$ cat src/bmc_defs.svh
`ifndef BMC_DEFS_SVH
`define BMC_DEFS_SVH
// register byte offsets
`define BMC_OFS_CTRL     8'h00
`define BMC_OFS_COUNT    8'h04
`define BMC_OFS_RATE     8'h08
`define BMC_OFS_CARRIER  8'h0c
`define BMC_OFS_PHASE    8'h10
`define BMC_OFS_ARBPTS   8'h14
`define BMC_OFS_CMD      8'h18
`define BMC_OFS_STATUS   8'h1c
`define BMC_OFS_ERROR    8'h20
// control and count field positions
`define BMC_CTRL_EN      0
`define BMC_CTRL_TSRC_LO 1
`define BMC_CTRL_TSRC_HI 2
`define BMC_CTRL_BSRC    3
`define BMC_CTRL_MOD_LO  4
`define BMC_CTRL_MOD_HI  5
`define BMC_CTRL_SHP_LO  6
`define BMC_CTRL_SHP_HI  8
`define BMC_COUNT_INF    16
// count limits and default
`define BMC_COUNT_MIN    16'h0001
`define BMC_COUNT_MAX    16'hc350
// frequencies in units of 10 mHz
`define BMC_F_MIN        32'h0000_0001
`define BMC_F_1K         32'h0001_86a0
`define BMC_F_100K       32'h0098_9680
`define BMC_F_200K       32'h0131_2d00
`define BMC_F_1M         32'h05f5_e100
`define BMC_F_2M         32'h0beb_c200
`define BMC_F_2M5        32'h0ee6_b280
`define BMC_F_3M         32'h11e1_a300
`define BMC_F_4M         32'h17d7_8400
`define BMC_F_5M         32'h1dcd_6500
// arb point bands
`define BMC_PTS_8K       16'h2000
`define BMC_PTS_12K      16'h2fff
`define BMC_PTS_DEF      16'h2000
// one clock tick is 2.5e10 units of 10 mHz at 250 MHz
`define BMC_ACC_MOD      35'h5_d21d_ba00
`define BMC_ACC_HALF     35'h2_e90e_dd00
// phase in millidegrees, and accumulator units per millidegree
`define BMC_PH_FULL      32'h0005_7e40
`define BMC_PH_SCALE     17'h1_0f44
// burst period in clocks: 100 Hz default, 50 kHz floor
`define BMC_RATE_DEF     32'h0026_25a0
`define BMC_RATE_MIN     32'h0000_1388
// settings conflict code, -221
`define BMC_ERR_CONFLICT 16'hff23
`endif

$ cat src/bmc_pkg.sv
package bmc_pkg;
  // trigger source choices
  typedef enum logic [1:0] {
    BMC_TSRC_INT    = 2'b00,
    BMC_TSRC_SINGLE = 2'b01,
    BMC_TSRC_EXT    = 2'b10
  } bmc_tsrc_type;
  // carrier shapes
  typedef enum logic [2:0] {
    BMC_SHP_SINE = 3'b000,
    BMC_SHP_SQR  = 3'b001,
    BMC_SHP_TRI  = 3'b010,
    BMC_SHP_RAMP = 3'b011,
    BMC_SHP_ARB  = 3'b100
  } bmc_shape_type;
  // active burst mode
  typedef enum logic [1:0] {
    BMC_MODE_INT  = 2'b00,
    BMC_MODE_EXT  = 2'b01,
    BMC_MODE_GATE = 2'b10
  } bmc_mode_type;
  // sequencer states
  typedef enum logic [1:0] {
    BMC_ST_IDLE  = 2'b00,
    BMC_ST_BURST = 2'b01,
    BMC_ST_GATE  = 2'b10
  } bmc_state_type;
  // what the block hands to the synthesizer and panel
  typedef struct packed {
    logic        carrier_on;
    logic        sync;
    logic        trig_wait;
    logic        ext_wait;
    logic        burst_ind;
    logic        other_mod_off;
    logic [15:0] phase;
  } bmc_out_type;
endpackage : bmc_pkg

$ cat src/bmc_burst_ctrl.sv
`timescale 1ns/100ps
`include "bmc_defs.svh"
// How it works
// each trigger emits exactly count carrier cycles
// output held at offset between bursts
// power-on selects internally triggered mode
// sources select exactly one burst mode
// trigger source internal, single, external; internal default
// internal source fires bursts at burst rate
// single source also arms external trigger
// external trigger acts on rising edge
// trigger wait flag while awaiting trigger
// single/external use count and phase, not rate
// gated burst source overrides trigger source
// burst source internal or gate; internal default
// gated: carrier while gate high, else offset
// gated ignores count, rate, phase, source
// external wait flag while gate awaited
// burst flag lit; burst disables other modulation
// host programs parameters before enabling burst
// cycles produced at carrier frequency
// carrier limited 10 mHz..5 MHz, 100 kHz tri/ramp
// arb carrier limit depends on point count
// low counts cap carrier in MHz bands
// invalid carrier clamped, conflict error logged
// count 1..50000 or infinite, default one
// triggered sync low during burst, else high
// gated sync high above offset, low below
// triggers during a burst are dropped
module bmc_burst_ctrl (
  input  wire logic               clk,
  input  wire logic               rst_b,
  input  wire logic               psel,
  input  wire logic               penable,
  input  wire logic               pwrite,
  input  wire logic [7:0]         paddr,
  input  wire logic [31:0]        pwdata,
  output logic [31:0]             prdata,
  output logic                    pready,
  output logic                    pslverr,
  input  wire logic               ext_trig,
  output bmc_pkg::bmc_out_type    bout
);
  // software-visible settings
  logic                   burst_en;     // burst modulation on
  bmc_pkg::bmc_tsrc_type  tsrc;         // trigger source
  logic                   bsrc_gate;    // burst source is external gate
  logic [1:0]             other_mod;    // other modulation selection
  bmc_pkg::bmc_shape_type shape;        // carrier shape
  logic [15:0]            count;        // cycles per burst
  logic                   count_inf;    // infinite burst
  logic [31:0]            rate;         // clocks between internal bursts
  logic [31:0]            carrier;      // carrier in 10 mHz units
  logic [31:0]            phase_md;     // start phase in millidegrees
  logic [15:0]            arb_pts;      // arb waveform length
  logic                   err_flag;     // settings conflict logged
  // sequencer
  bmc_pkg::bmc_state_type state;
  logic [34:0]            rel_acc;      // phase since burst start
  logic [15:0]            cycles;       // completed cycles in burst
  logic [31:0]            rate_cnt;     // internal rate generator
  logic                   trig_s1;      // pin synchroniser
  logic                   trig_s2;
  logic                   trig_d;       // for edge detect

  // apb decode
  wire acc_phase  = psel & penable & pready;
  wire wr_en      = acc_phase & pwrite;
  wire setup      = psel & ~penable;
  wire wr_ctrl    = wr_en & (paddr == `BMC_OFS_CTRL);
  wire wr_count   = wr_en & (paddr == `BMC_OFS_COUNT);
  wire wr_rate    = wr_en & (paddr == `BMC_OFS_RATE);
  wire wr_carrier = wr_en & (paddr == `BMC_OFS_CARRIER);
  wire wr_phase   = wr_en & (paddr == `BMC_OFS_PHASE);
  wire wr_pts     = wr_en & (paddr == `BMC_OFS_ARBPTS);
  wire wr_cmd     = wr_en & (paddr == `BMC_OFS_CMD);
  wire wr_err     = wr_en & (paddr == `BMC_OFS_ERROR);
  wire mapped     = (paddr <= `BMC_OFS_ERROR) & (paddr[1:0] == 2'b00);

  // mode choice from the two sources
  wire bmc_pkg::bmc_mode_type mode =
    bsrc_gate ? bmc_pkg::BMC_MODE_GATE :
    (tsrc == bmc_pkg::BMC_TSRC_INT) ? bmc_pkg::BMC_MODE_INT :
                                      bmc_pkg::BMC_MODE_EXT;

  // carrier limit for the present shape, points and count
  wire tri_ramp = (shape == bmc_pkg::BMC_SHP_TRI) | (shape == bmc_pkg::BMC_SHP_RAMP);
  wire [31:0] arb_max =
    (arb_pts <= `BMC_PTS_8K)  ? `BMC_F_5M :
    (arb_pts <= `BMC_PTS_12K) ? `BMC_F_2M5 : `BMC_F_200K;
  wire [31:0] shape_max =
    tri_ramp ? `BMC_F_100K :
    (shape == bmc_pkg::BMC_SHP_ARB) ? arb_max : `BMC_F_5M;
  wire [31:0] count_max =
    (count_inf | (count >= 16'h0005)) ? `BMC_F_5M :
    (count == 16'h0004) ? `BMC_F_4M :
    (count == 16'h0003) ? `BMC_F_3M :
    (count == 16'h0002) ? `BMC_F_2M : `BMC_F_1M;
  wire [31:0] f_max = (!tri_ramp && count_max < shape_max) ? count_max : shape_max;
  wire        f_high = pwdata > f_max;
  wire        f_low  = pwdata < `BMC_F_MIN;
  wire [31:0] f_clamp = f_high ? f_max : (f_low ? `BMC_F_MIN : pwdata);

  // count write kept within 1..50000
  wire [15:0] cnt_req = pwdata[15:0];
  wire [15:0] cnt_clamp =
    (pwdata[31:16] != 16'h0000 || cnt_req > `BMC_COUNT_MAX) ? `BMC_COUNT_MAX :
    (cnt_req < `BMC_COUNT_MIN) ? `BMC_COUNT_MIN : cnt_req;

  // phase write kept within plus/minus one turn
  wire signed [31:0] ph_req = $signed(pwdata);
  wire signed [31:0] ph_full = $signed(`BMC_PH_FULL);
  wire [31:0] ph_clamp =
    (ph_req > ph_full) ? `BMC_PH_FULL :
    (ph_req < -ph_full) ? (32'h0 - `BMC_PH_FULL) : pwdata;

  // start offset in accumulator units; slight rounding of the scale
  // keeps the divide out of the datapath
  wire [31:0] ph_pos = phase_md[31] ? (phase_md + `BMC_PH_FULL) : phase_md;
  wire [18:0] ph_norm = (ph_pos == `BMC_PH_FULL) ? 19'h0 : ph_pos[18:0];
  wire [35:0] start_prod = ph_norm * `BMC_PH_SCALE;
  wire [34:0] start_acc = start_prod[34:0];

  // triggers: rising edge of synchronised pin, single key, rate counter
  wire ext_edge  = trig_s2 & ~trig_d;
  wire single_kp = wr_cmd & pwdata[0];
  wire rate_hit  = (rate_cnt == 32'h0);
  wire trig_now  =
    (mode == bmc_pkg::BMC_MODE_INT) ? rate_hit :
    (ext_edge | single_kp);
  wire start_burst = burst_en & (state == bmc_pkg::BMC_ST_IDLE) &
                     (mode != bmc_pkg::BMC_MODE_GATE) & trig_now;

  // carrier accumulator step and wrap at the cycle boundary
  wire [34:0] acc_sum = rel_acc + {3'b000, carrier};
  wire        wrap    = acc_sum >= `BMC_ACC_MOD;
  wire [34:0] next_rel = wrap ? (acc_sum - `BMC_ACC_MOD) : acc_sum;
  wire        last_cyc = wrap & ~count_inf & (cycles + 16'h0001 >= count);

  // absolute phase for the synthesizer
  wire [35:0] abs_sum = {1'b0, rel_acc} + {1'b0, start_acc};
  wire [34:0] abs_acc =
    (state == bmc_pkg::BMC_ST_GATE) ? rel_acc :
    ((abs_sum >= {1'b0, `BMC_ACC_MOD}) ? abs_sum[34:0] - `BMC_ACC_MOD : abs_sum[34:0]);

  // sequencer next state
  bmc_pkg::bmc_state_type next_state;
  always_comb begin
    next_state = state;
    case (state)
      bmc_pkg::BMC_ST_IDLE: begin
        if (burst_en && mode == bmc_pkg::BMC_MODE_GATE)
          next_state = bmc_pkg::BMC_ST_GATE;
        else if (start_burst)
          next_state = bmc_pkg::BMC_ST_BURST;
      end
      bmc_pkg::BMC_ST_BURST: begin
        if (!burst_en || mode == bmc_pkg::BMC_MODE_GATE || last_cyc)
          next_state = bmc_pkg::BMC_ST_IDLE;
      end
      bmc_pkg::BMC_ST_GATE: begin
        if (!burst_en || mode != bmc_pkg::BMC_MODE_GATE)
          next_state = bmc_pkg::BMC_ST_IDLE;
      end
      default: next_state = bmc_pkg::BMC_ST_IDLE;
    endcase
  end

  // read mux
  wire [31:0] ctrl_rd = {23'h0, shape, other_mod, bsrc_gate, tsrc, burst_en};
  wire [31:0] stat_rd = {26'h0, bout.ext_wait, bout.trig_wait, state, mode};
  wire [31:0] next_rdata =
    (paddr == `BMC_OFS_CTRL)    ? ctrl_rd :
    (paddr == `BMC_OFS_COUNT)   ? {15'h0, count_inf, count} :
    (paddr == `BMC_OFS_RATE)    ? rate :
    (paddr == `BMC_OFS_CARRIER) ? carrier :
    (paddr == `BMC_OFS_PHASE)   ? phase_md :
    (paddr == `BMC_OFS_ARBPTS)  ? {16'h0, arb_pts} :
    (paddr == `BMC_OFS_STATUS)  ? stat_rd :
    (paddr == `BMC_OFS_ERROR)   ? {15'h0, err_flag, (err_flag ? `BMC_ERR_CONFLICT : 16'h0)} :
                                  32'h0;

  // apb answer: one wait-free access phase after each setup
  always_ff @(posedge clk or negedge rst_b) begin
    if (!rst_b) begin
      pready  <= 1'b0;
      pslverr <= 1'b0;
      prdata  <= 32'h0;
    end else begin
      pready  <= setup;
      pslverr <= setup & ~mapped;
      prdata  <= setup ? next_rdata : prdata;
    end
  end

  // control register; burst and other modulation exclude each other
  always_ff @(posedge clk or negedge rst_b) begin
    if (!rst_b) begin
      burst_en  <= 1'b0;
      tsrc      <= bmc_pkg::BMC_TSRC_INT;
      bsrc_gate <= 1'b0;
      other_mod <= 2'b00;
      shape     <= bmc_pkg::BMC_SHP_SINE;
    end else if (wr_ctrl) begin
      burst_en  <= pwdata[`BMC_CTRL_EN];
      tsrc      <= (pwdata[`BMC_CTRL_TSRC_HI:`BMC_CTRL_TSRC_LO] == 2'b11) ?
                   bmc_pkg::BMC_TSRC_INT :
                   bmc_pkg::bmc_tsrc_type'(pwdata[`BMC_CTRL_TSRC_HI:`BMC_CTRL_TSRC_LO]);
      bsrc_gate <= pwdata[`BMC_CTRL_BSRC];
      other_mod <= pwdata[`BMC_CTRL_EN] ? 2'b00 :
                   pwdata[`BMC_CTRL_MOD_HI:`BMC_CTRL_MOD_LO];
      shape     <= (pwdata[`BMC_CTRL_SHP_HI:`BMC_CTRL_SHP_LO] > 3'b100) ?
                   bmc_pkg::BMC_SHP_SINE :
                   bmc_pkg::bmc_shape_type'(pwdata[`BMC_CTRL_SHP_HI:`BMC_CTRL_SHP_LO]);
    end
  end

  // parameter registers
  always_ff @(posedge clk or negedge rst_b) begin
    if (!rst_b) begin
      count     <= `BMC_COUNT_MIN;
      count_inf <= 1'b0;
      rate      <= `BMC_RATE_DEF;
      carrier   <= `BMC_F_1K;
      phase_md  <= 32'h0;
      arb_pts   <= `BMC_PTS_DEF;
    end else begin
      if (wr_count) begin
        count     <= cnt_clamp;
        count_inf <= pwdata[`BMC_COUNT_INF];
      end
      if (wr_rate)
        rate <= (pwdata < `BMC_RATE_MIN) ? `BMC_RATE_MIN : pwdata;
      if (wr_carrier)
        carrier <= f_clamp;
      if (wr_phase)
        phase_md <= ph_clamp;
      if (wr_pts)
        arb_pts <= pwdata[15:0];
    end
  end

  // conflict flag: set by a clamped carrier write, write one to clear
  always_ff @(posedge clk or negedge rst_b) begin
    if (!rst_b)
      err_flag <= 1'b0;
    else if (wr_carrier && (f_high || f_low))
      err_flag <= 1'b1;
    else if (wr_err && pwdata[0])
      err_flag <= 1'b0;
  end

  // external trigger pin: two flops, then an edge detector on the second
  always_ff @(posedge clk or negedge rst_b) begin
    if (!rst_b) begin
      trig_s1 <= 1'b0;
      trig_s2 <= 1'b0;
      trig_d  <= 1'b0;
    end else begin
      trig_s1 <= ext_trig;
      trig_s2 <= trig_s1;
      trig_d  <= trig_s2;
    end
  end

  // internal rate generator; restarts on every hit so the interval is steady
  always_ff @(posedge clk or negedge rst_b) begin
    if (!rst_b)
      rate_cnt <= `BMC_RATE_DEF;
    else if (!burst_en || mode != bmc_pkg::BMC_MODE_INT || rate_hit)
      rate_cnt <= rate - 32'h1;
    else
      rate_cnt <= rate_cnt - 32'h1;
  end

  // sequencer and accumulator; gated phase only advances with the gate high
  always_ff @(posedge clk or negedge rst_b) begin
    if (!rst_b) begin
      state   <= bmc_pkg::BMC_ST_IDLE;
      rel_acc <= 35'h0;
      cycles  <= 16'h0;
    end else begin
      state <= next_state;
      if (start_burst) begin
        rel_acc <= 35'h0;
        cycles  <= 16'h0;
      end else if (state == bmc_pkg::BMC_ST_BURST ||
                   (state == bmc_pkg::BMC_ST_GATE && trig_s2)) begin
        rel_acc <= next_rel;
        cycles  <= wrap ? cycles + 16'h0001 : cycles;
      end
    end
  end

  // registered outputs
  wire gate_on = (state == bmc_pkg::BMC_ST_GATE) & trig_s2;
  always_ff @(posedge clk or negedge rst_b) begin
    if (!rst_b)
      bout <= '{carrier_on: 1'b0, sync: 1'b1, trig_wait: 1'b0, ext_wait: 1'b0,
                burst_ind: 1'b0, other_mod_off: 1'b1, phase: 16'h0};
    else begin
      bout.carrier_on    <= (state == bmc_pkg::BMC_ST_BURST) | gate_on;
      bout.sync          <= (state == bmc_pkg::BMC_ST_GATE) ?
                            (gate_on & (abs_acc < `BMC_ACC_HALF)) :
                            (state != bmc_pkg::BMC_ST_BURST);
      bout.trig_wait     <= burst_en & (mode == bmc_pkg::BMC_MODE_EXT) &
                            (state == bmc_pkg::BMC_ST_IDLE);
      bout.ext_wait      <= burst_en & (mode == bmc_pkg::BMC_MODE_GATE) &
                            ~trig_s2;
      bout.burst_ind     <= burst_en;
      bout.other_mod_off <= burst_en | (other_mod == 2'b00);
      bout.phase         <= abs_acc[34:19];
    end
  end

  // checks
  a_idle_output_off: assert property (@(posedge clk) disable iff (!rst_b)
    $past(state) == bmc_pkg::BMC_ST_IDLE |-> !bout.carrier_on)
    else $error("carrier on while idle");
  a_burst_ends_count: assert property (@(posedge clk) disable iff (!rst_b)
    state == bmc_pkg::BMC_ST_BURST && last_cyc |=> state == bmc_pkg::BMC_ST_IDLE)
    else $error("burst did not end after count");
  a_no_retrigger: assert property (@(posedge clk) disable iff (!rst_b)
    state == bmc_pkg::BMC_ST_BURST && burst_en && !last_cyc && !bsrc_gate
    |=> state == bmc_pkg::BMC_ST_BURST && $stable(count))
    else $error("burst cut short");
  a_gate_overrides: assert property (@(posedge clk) disable iff (!rst_b)
    burst_en && bsrc_gate |-> ##[1:2] state == bmc_pkg::BMC_ST_GATE)
    else $error("gate mode not entered");
  a_edge_starts: assert property (@(posedge clk) disable iff (!rst_b)
    burst_en && mode == bmc_pkg::BMC_MODE_EXT && state == bmc_pkg::BMC_ST_IDLE &&
    trig_s2 && !trig_d |=> state == bmc_pkg::BMC_ST_BURST)
    else $error("rising edge missed");
  a_sync_low_burst: assert property (@(posedge clk) disable iff (!rst_b)
    state == bmc_pkg::BMC_ST_BURST |=> !bout.sync)
    else $error("sync high during burst");
  a_carrier_limit: assert property (@(posedge clk) disable iff (!rst_b)
    wr_carrier |=> carrier <= $past(f_max) && carrier >= `BMC_F_MIN)
    else $error("carrier beyond limit");
  a_conflict_log: assert property (@(posedge clk) disable iff (!rst_b)
    wr_carrier && f_high |=> err_flag ##1 err_flag)
    else $error("conflict not logged");
  a_count_range: assert property (@(posedge clk) disable iff (!rst_b)
    count >= `BMC_COUNT_MIN && count <= `BMC_COUNT_MAX)
    else $error("count out of range");
  a_trig_wait_flag: assert property (@(posedge clk) disable iff (!rst_b)
    burst_en && mode == bmc_pkg::BMC_MODE_EXT && state == bmc_pkg::BMC_ST_IDLE
    |=> bout.trig_wait)
    else $error("trigger wait flag missing");
endmodule : bmc_burst_ctrl

$ cat config.mk
export PLATFORM = sky130hd
export DESIGN_NAME = bmc_burst_ctrl
export DESIGN_NICKNAME = d
export VERILOG_FILES = /design/src/bmc_pkg.sv /design/src/bmc_burst_ctrl.sv
export VERILOG_INCLUDE_DIRS = /design/src
export SDC_FILE = /design/constraint.sdc
export NUM_CORES = 1
export LEC_CHECK = 0
export BUFFER_PORTS_ARGS = -buffer_cell sky130_fd_sc_hd__buf_2
export CAP_MARGIN = 20
export CORE_AREA = 2 2 204 206
export DETAILED_ROUTE_END_ITERATION = 10
export DIE_AREA = 0 0 206 208
export PLACE_DENSITY = 0.78
export REMOVE_ABC_BUFFERS = 1
export SLEW_MARGIN = 15
export SYNTH_ARGS = -nofsm -noshare
export SYNTH_HDL_FRONTEND = slang
export SYNTH_SLANG_ARGS = --single-unit
$ cat constraint.sdc
create_clock -name clk -period 31.9 [get_ports clk]
set_input_delay 4.785 -clock clk [delete_from_list [all_inputs] [get_ports clk]]
set_output_delay 4.785 -clock clk [all_outputs]
set_load 0.02 [all_outputs]
==> results of run 1 <==
layout by cell type (no fill, tap or decap), drive strengths merged, types with 27 or more instances in the layout:
cell type,netlist,layout
nor3,78,78
nor4,29,29
mux2i,31,31
a31oi,39,39
nor2b,27,27
a21oi,190,190
ha,250,250
clkbuf,108,43
a21o,64,64
xor2,65,65
and3,29,29
fa,79,79
buf,28,128
a22o,45,45
inv,169,170
nor2,191,191
nand3,73,73
xnor2,112,112
nand2b,43,43
or3,27,27
dfrtp,257,257
nand4,40,40
nand2,346,346
o21ai,246,246
cells by family after synthesis:
group                    after synthesis
flip-flops                           283
adder cells (fa/ha/maj)              329
multiplexers                          51
buffers and inverters                306
AND/OR/NAND/NOR                      971
XOR/XNOR                             177
AO/OA/AOI/OAI                        822
state kept, by name (all words and copies together), names as in the netlist:
name / flops
rel_acc: 35
carrier: 32
phase_md: 32
prdata: 32
rate: 32
rate_cnt: 32
bout: 22
arb_pts: 16
count: 16
cycles: 16
shape: 3
other_mod: 2
state: 2
tsrc: 2
bsrc_gate: 1
burst_en: 1
count_inf: 1
err_flag: 1
pready: 1
pslverr: 1
trig_d: 1
trig_s1: 1
trig_s2: 1
through the flow:
step,power [mW],cells,hold WS [ns],util,instance area (sq um)
final,0.8521,3520,0.3503,0.6689,27130
after global routing,0.8797,3520,0.3664,0.6689,27130
after CTS,0.8511,3519,0.3522,0.6688,27120
after detailed placement,0.5005,3463,0.3372,0.6442,26120
after global placement,0.4984,3463,0.3316,0.6442,26120
after floorplan,0.4554,2803,0.3312,-,24680
how the worst min path moves through the flow:
stage / start / end / slack (ns) / cells after the start
CTS: trig_s1 / trig_s2 / 0.35 / 0
detailed placement: trig_s1 / trig_s2 / 0.34 / 0
global route: trig_s1 / trig_s2 / 0.37 / 0
global placement: trig_s1 / trig_s2 / 0.33 / 0
floorplan: trig_s1 / trig_s2 / 0.33 / 0
finish: trig_s1 / trig_s2 / 0.35 / 0
power by group:
| part | switching (mW) | internal, mW |
|---|---|---|
| sequential | 0.00862 | 0.370 |
| combinational | 0.0775 | 0.0408 |
| clock | 0.155 | 0.200 |
| total | 0.241 | 0.611 |
worst register-to-register path, delay by kind of cell, from the launching register on:
family                     cells  cell delay, ns
buffers and inverters          2            0.11
and+or+nand+nor               18            5.57
xor gates and xnor gates       2            0.28
adders and majority gates      7            2.89
AOI/OAI and AO/OA             20            3.88
DFF                            1            0.47
per-layer routing:
metal	up-vias	GRT usage	wire, um
met5	-	0	0
met4	0	0.1884	4344
met3	263	0.05075	6088
met2	1050	0.6135	37900
met1	11240	0.4556	30010
li1	10630	-	-
cell type report:
cell class	instances	area, sq um	area share
clock buffer	42	877.1	0.03233
clock inverter	14	120.1	0.004428
inverter	170	638.1	0.02352
multi-input combinational	2350	16990	0.6262
sequential	283	7114	0.2623
tap	532	665.6	0.02454
timing repair buffer	129	723.2	0.02666
==> impl_metrics.ini, run 1 <==
[setup_path]
rr_worst_depth = 49
crit_cells = 49
crit_path_end_kind = flop
cpPeakStageDelay_ns = 0.62
reg2reg_to = bout[20]
crit_start = phase_md[11]
critPathMaxFanout = 15
cp_num_buf_inv = 2
slowest_stage = or4b_2
r2r_slack_ns = 18.66
crit_required_ns = 32.44
crit_end = bout[20]
crit_family = simple AND/OR/NAND/NOR gates
cp_common_cell = ha_1
path_class = flop to flop
critPathLaunchType = flop
critPathArrivalTime_ns = 13.78
reg2reg_from = phase_md[11]

[synth]
muxShareOfSynthArea = 0.02122
ys.flop_type = dfrtp_1
yosys.area_share.simple = 0.1859
yosys_warnings = 0
synth_cells = 2939
yosysUniqueCellTypes = 107
yosysMostFrequentCell = nand2_1
ys_async_sr_fraction = 1.000
avgSynthCellArea_sq_um = 8.586
synth_xor_area_frac = 0.06173
yosysTopAreaCell = dfrtp_1
synthesis.area_sq_um = 25240
synth_top_family_by_area = compound AO/OA/AOI/OAI gates
synth_top_cell_area_share = 0.2548
synthAdderAreaFrac = 0.1866
synth_edf_count = 0
synth_compound_area_frac = 0.2154
synthTopCellsByCount = 344 x nand2_1, 257 x dfrtp_1, 250 x ha_1, 190 x nor2_1, 185 x o21ai_0
synthTopCellsByArea = dfrtp_1 25%, ha_1 12%, fa_1 6.3%
ys_ff_latch = 283
yosysSeqAreaShare = 0.2819

[global_route]
antenna_found_initial = 0
grt_max_degree = 138
grt_first_pass_wirelength_mm = 123.6
grt_pass1_vias = 23070
grt_usage = 0.3649
overflow = 0

[clock_tree]
cts_tree = yes
cts_buffers = 30
cts_setup_buffers = 0
worstSkewPairLatency_ns = 0.60
clock_path_buffers = 3
h-tree-depth = 1
cts_root_buf = clkbuf_16
cts.clk_slew.worst_paths_ns = 0.07
postCtsResizedCells = 0
cts.sinks = 283
postCtsHoldBufs = 0

[timing]
finalSetupViolCount = 0
report.final.slew_viol_count = 0
hold_violations = 0
fin_crit_ns = 13.24
relSlewSlack = 0.3036
tightest_slew_ns = 1.045
fin_tns_setup_ns = 0
timing.fmax_mhz = 75.55
worst_slack_ns = 18.66
period_share = 0.4149
skew_ns = 0.02908
rsz0062_at_grt = no

[drt]
routedWlPerCell_um = 22.26
dr.pass1.iters = 6
dr_total_vias = 23190
drc_errors = 0
viasPerCell = 6.587
routed_wl_mm = 78.34
drt_iter0_markers = 1939
detail-route-antenna-nets = 0

[power_and_ir_drop]
ir_worst_vdd_v = 0.00005570
leakagePower_nw = 13.47
power.density_nw_per_um2 = 31.41

[hold_path]
min_path_type = flop to flop

[floorplanning]
num_rows = 74
floorplan.die.width_um = 206
start_util = 0.6223
coreArea_sq_um = 40550
dieHeight_um = 208
io_pins = 102
die_area_sq_um = 42850

[final_layout]
antenna_cells = 0
syn2layout_area_growth_pct = 7.492
drive_above_1_share = 0.09505
fillers = 3363
nets = 3339

[placed_design]
port_buffers = 101
hpwl_mm = 60.41
dpl_worst_slack_ns = 18.82
place.gp.congestion = 0.9733

[run]
maxCapViolations = 0

[outcome]
status = completed
Power figures use the tool's default switching activity.
==> run 2: changes to the inputs <==
==> constraint.sdc (replaced) <==
create_clock -name clk -period 13.7 [get_ports clk]
set_input_delay 2.055 -clock clk [delete_from_list [all_inputs] [get_ports clk]]
set_output_delay 2.055 -clock clk [all_outputs]
set_load 0.02 [all_outputs]
==> run 2 against run 1 <==
Combinational power increased by 130%. Routed wire length about the same. Critical endpoint unchanged. Sequential share of layout area fell by 0.30 points. First-iteration DRC count rose by 13%. Largest cell class unchanged. Total power rose to 2.6 times the previous value.
==> impl_metrics.ini, run 2 (synthesized netlist as in run 1, its figures left out) <==
[timing]
fin_tns_setup_ns = 0
skew_ns = 0.03094
rsz0062_at_grt = no
hold_violations = 0
fin_crit_ns = 12.80
relSlewSlack = 0.2683
report.final.slew_viol_count = 0
timing.fmax_mhz = 78.13
finalSetupViolCount = 0
tightest_slew_ns = 1.090
period_share = 0.9342

[clock_tree]
postCtsResizedCells = 0
postCtsHoldBufs = 0
cts.clk_slew.worst_paths_ns = 0.06
cts.sinks = 283
clock_path_buffers = 3
worstSkewPairLatency_ns = 0.56
cts_buffers = 35
cts_setup_buffers = 0
cts_tree = yes
cts_root_buf = clkbuf_16
h-tree-depth = 2

[final_layout]
drive_above_1_share = 0.09867
syn2layout_area_growth_pct = 8.751
final_cell_mix = 344 x nand2_1, 257 x dfrtp_1, 250 x ha_1
largest_reg_flops = 35
final_common_cell = nand2_1
fin_cells = 3532
top_register = rel_acc
nets = 3348
fillers = 3302
antenna_cells = 0

[setup_path]
critPathMaxFanout = 15
path_class = flop to flop
cp_num_buf_inv = 2
crit_required_ns = 14.19
rr_worst_depth = 49
cpPeakStageDelay_ns = 0.61
crit_path_end_kind = flop
cp_common_cell = ha_1
crit_family = simple AND/OR/NAND/NOR gates
critPathArrivalTime_ns = 13.29
crit_cells = 49
critPathLaunchType = flop
slowest_stage = or4b_2

[run]
maxCapViolations = 0

[hold_path]
hold_depth = 0
min_path_type = flop to flop

[power_and_ir_drop]
ir_worst_vdd_v = 0.0001005
power.density_nw_per_um2 = 79.41
leakagePower_nw = 13.64

[drt]
routed_wl_mm = 78.41
viasPerCell = 6.516
routedWlPerCell_um = 22.20
dr.pass1.iters = 6
drt_iter0_markers = 2196
detail-route-antenna-nets = 0
dr_total_vias = 23020
drc_errors = 0

[placed_design]
port_buffers = 101
place.gp.congestion = 0.9982
hpwl_mm = 61.01
placedCellCount = 3467

[global_route]
overflow = 0
grt_max_degree = 112
antenna_found_initial = 0
grt_usage = 0.3667
grt_pass1_vias = 22650
grt_first_pass_wirelength_mm = 123.2

[outcome]
status = completed

[floorplanning]
io_pins = 102
dieHeight_um = 208
floorplan.die.width_um = 206
num_rows = 74
coreArea_sq_um = 40550
die_area_sq_um = 42850
start_util = 0.6223
run 2: worst paths after layout:
| path | startpoint | end | slack (ns) |
|---|---|---|---|
| worst max-delay path | phase_md[11] | bout[20] | 0.90 |
| worst min-delay path | trig_s1 | trig_s2 | 0.35 |
| worst max register to register | phase_md[11] | bout[20] | 0.90 |
| worst min register to register | trig_s1 | trig_s2 | 0.35 |
| max in group asynchronous | rst_b | rel_acc[2] | 10.05 |
| min in group asynchronous | rst_b | rate_cnt[26] | 1.56 |
run 2: area by class of cell:
cell class,count,area [sq um],share of cell area
Clock buffer,50,1033,0.03766
Clock inverter,14,245.2,0.008936
Inverter,170,638.1,0.02325
Multi-Input combinational cell,2350,16990,0.6192
Sequential cell,283,7114,0.2592
Tap cell,532,665.6,0.02425
Timing Repair Buffer,133,753.2,0.02745
run 2: layer usage:
layer,share of wire,vias to the layer above,track usage
li1,-,10650,-
met1,0.39,11120,0.4570
met2,0.49,977,0.6184
met3,0.070,265,0.04887
met4,0.058,0,0.1906
met5,0,-,0
run 2: through the flow:
stage	utilization	hold slack (ns)	total power [mW]	area, sq um	setup slack (ns)
after floorplan	-	0.3312	1.060	24680	2.243
after CTS	0.6764	0.3537	2.180	27430	0.7964
final	0.6767	0.3494	2.179	27440	0.9010
after detailed placement	0.6449	0.3411	1.166	26150	0.8408
after global routing	0.6767	0.3562	2.243	27440	0.1621
after global placement	0.6449	0.3345	1.162	26150	1.190
run 2: power breakdown:
group          leakage [nW]  switching [mW]  total [mW]  internal [mW]
logic                  9.62           0.180       0.275         0.0953
registers              3.39          0.0207       0.882          0.861
clock network         0.630           0.380        1.02          0.642
total                  13.6           0.581        2.18           1.60
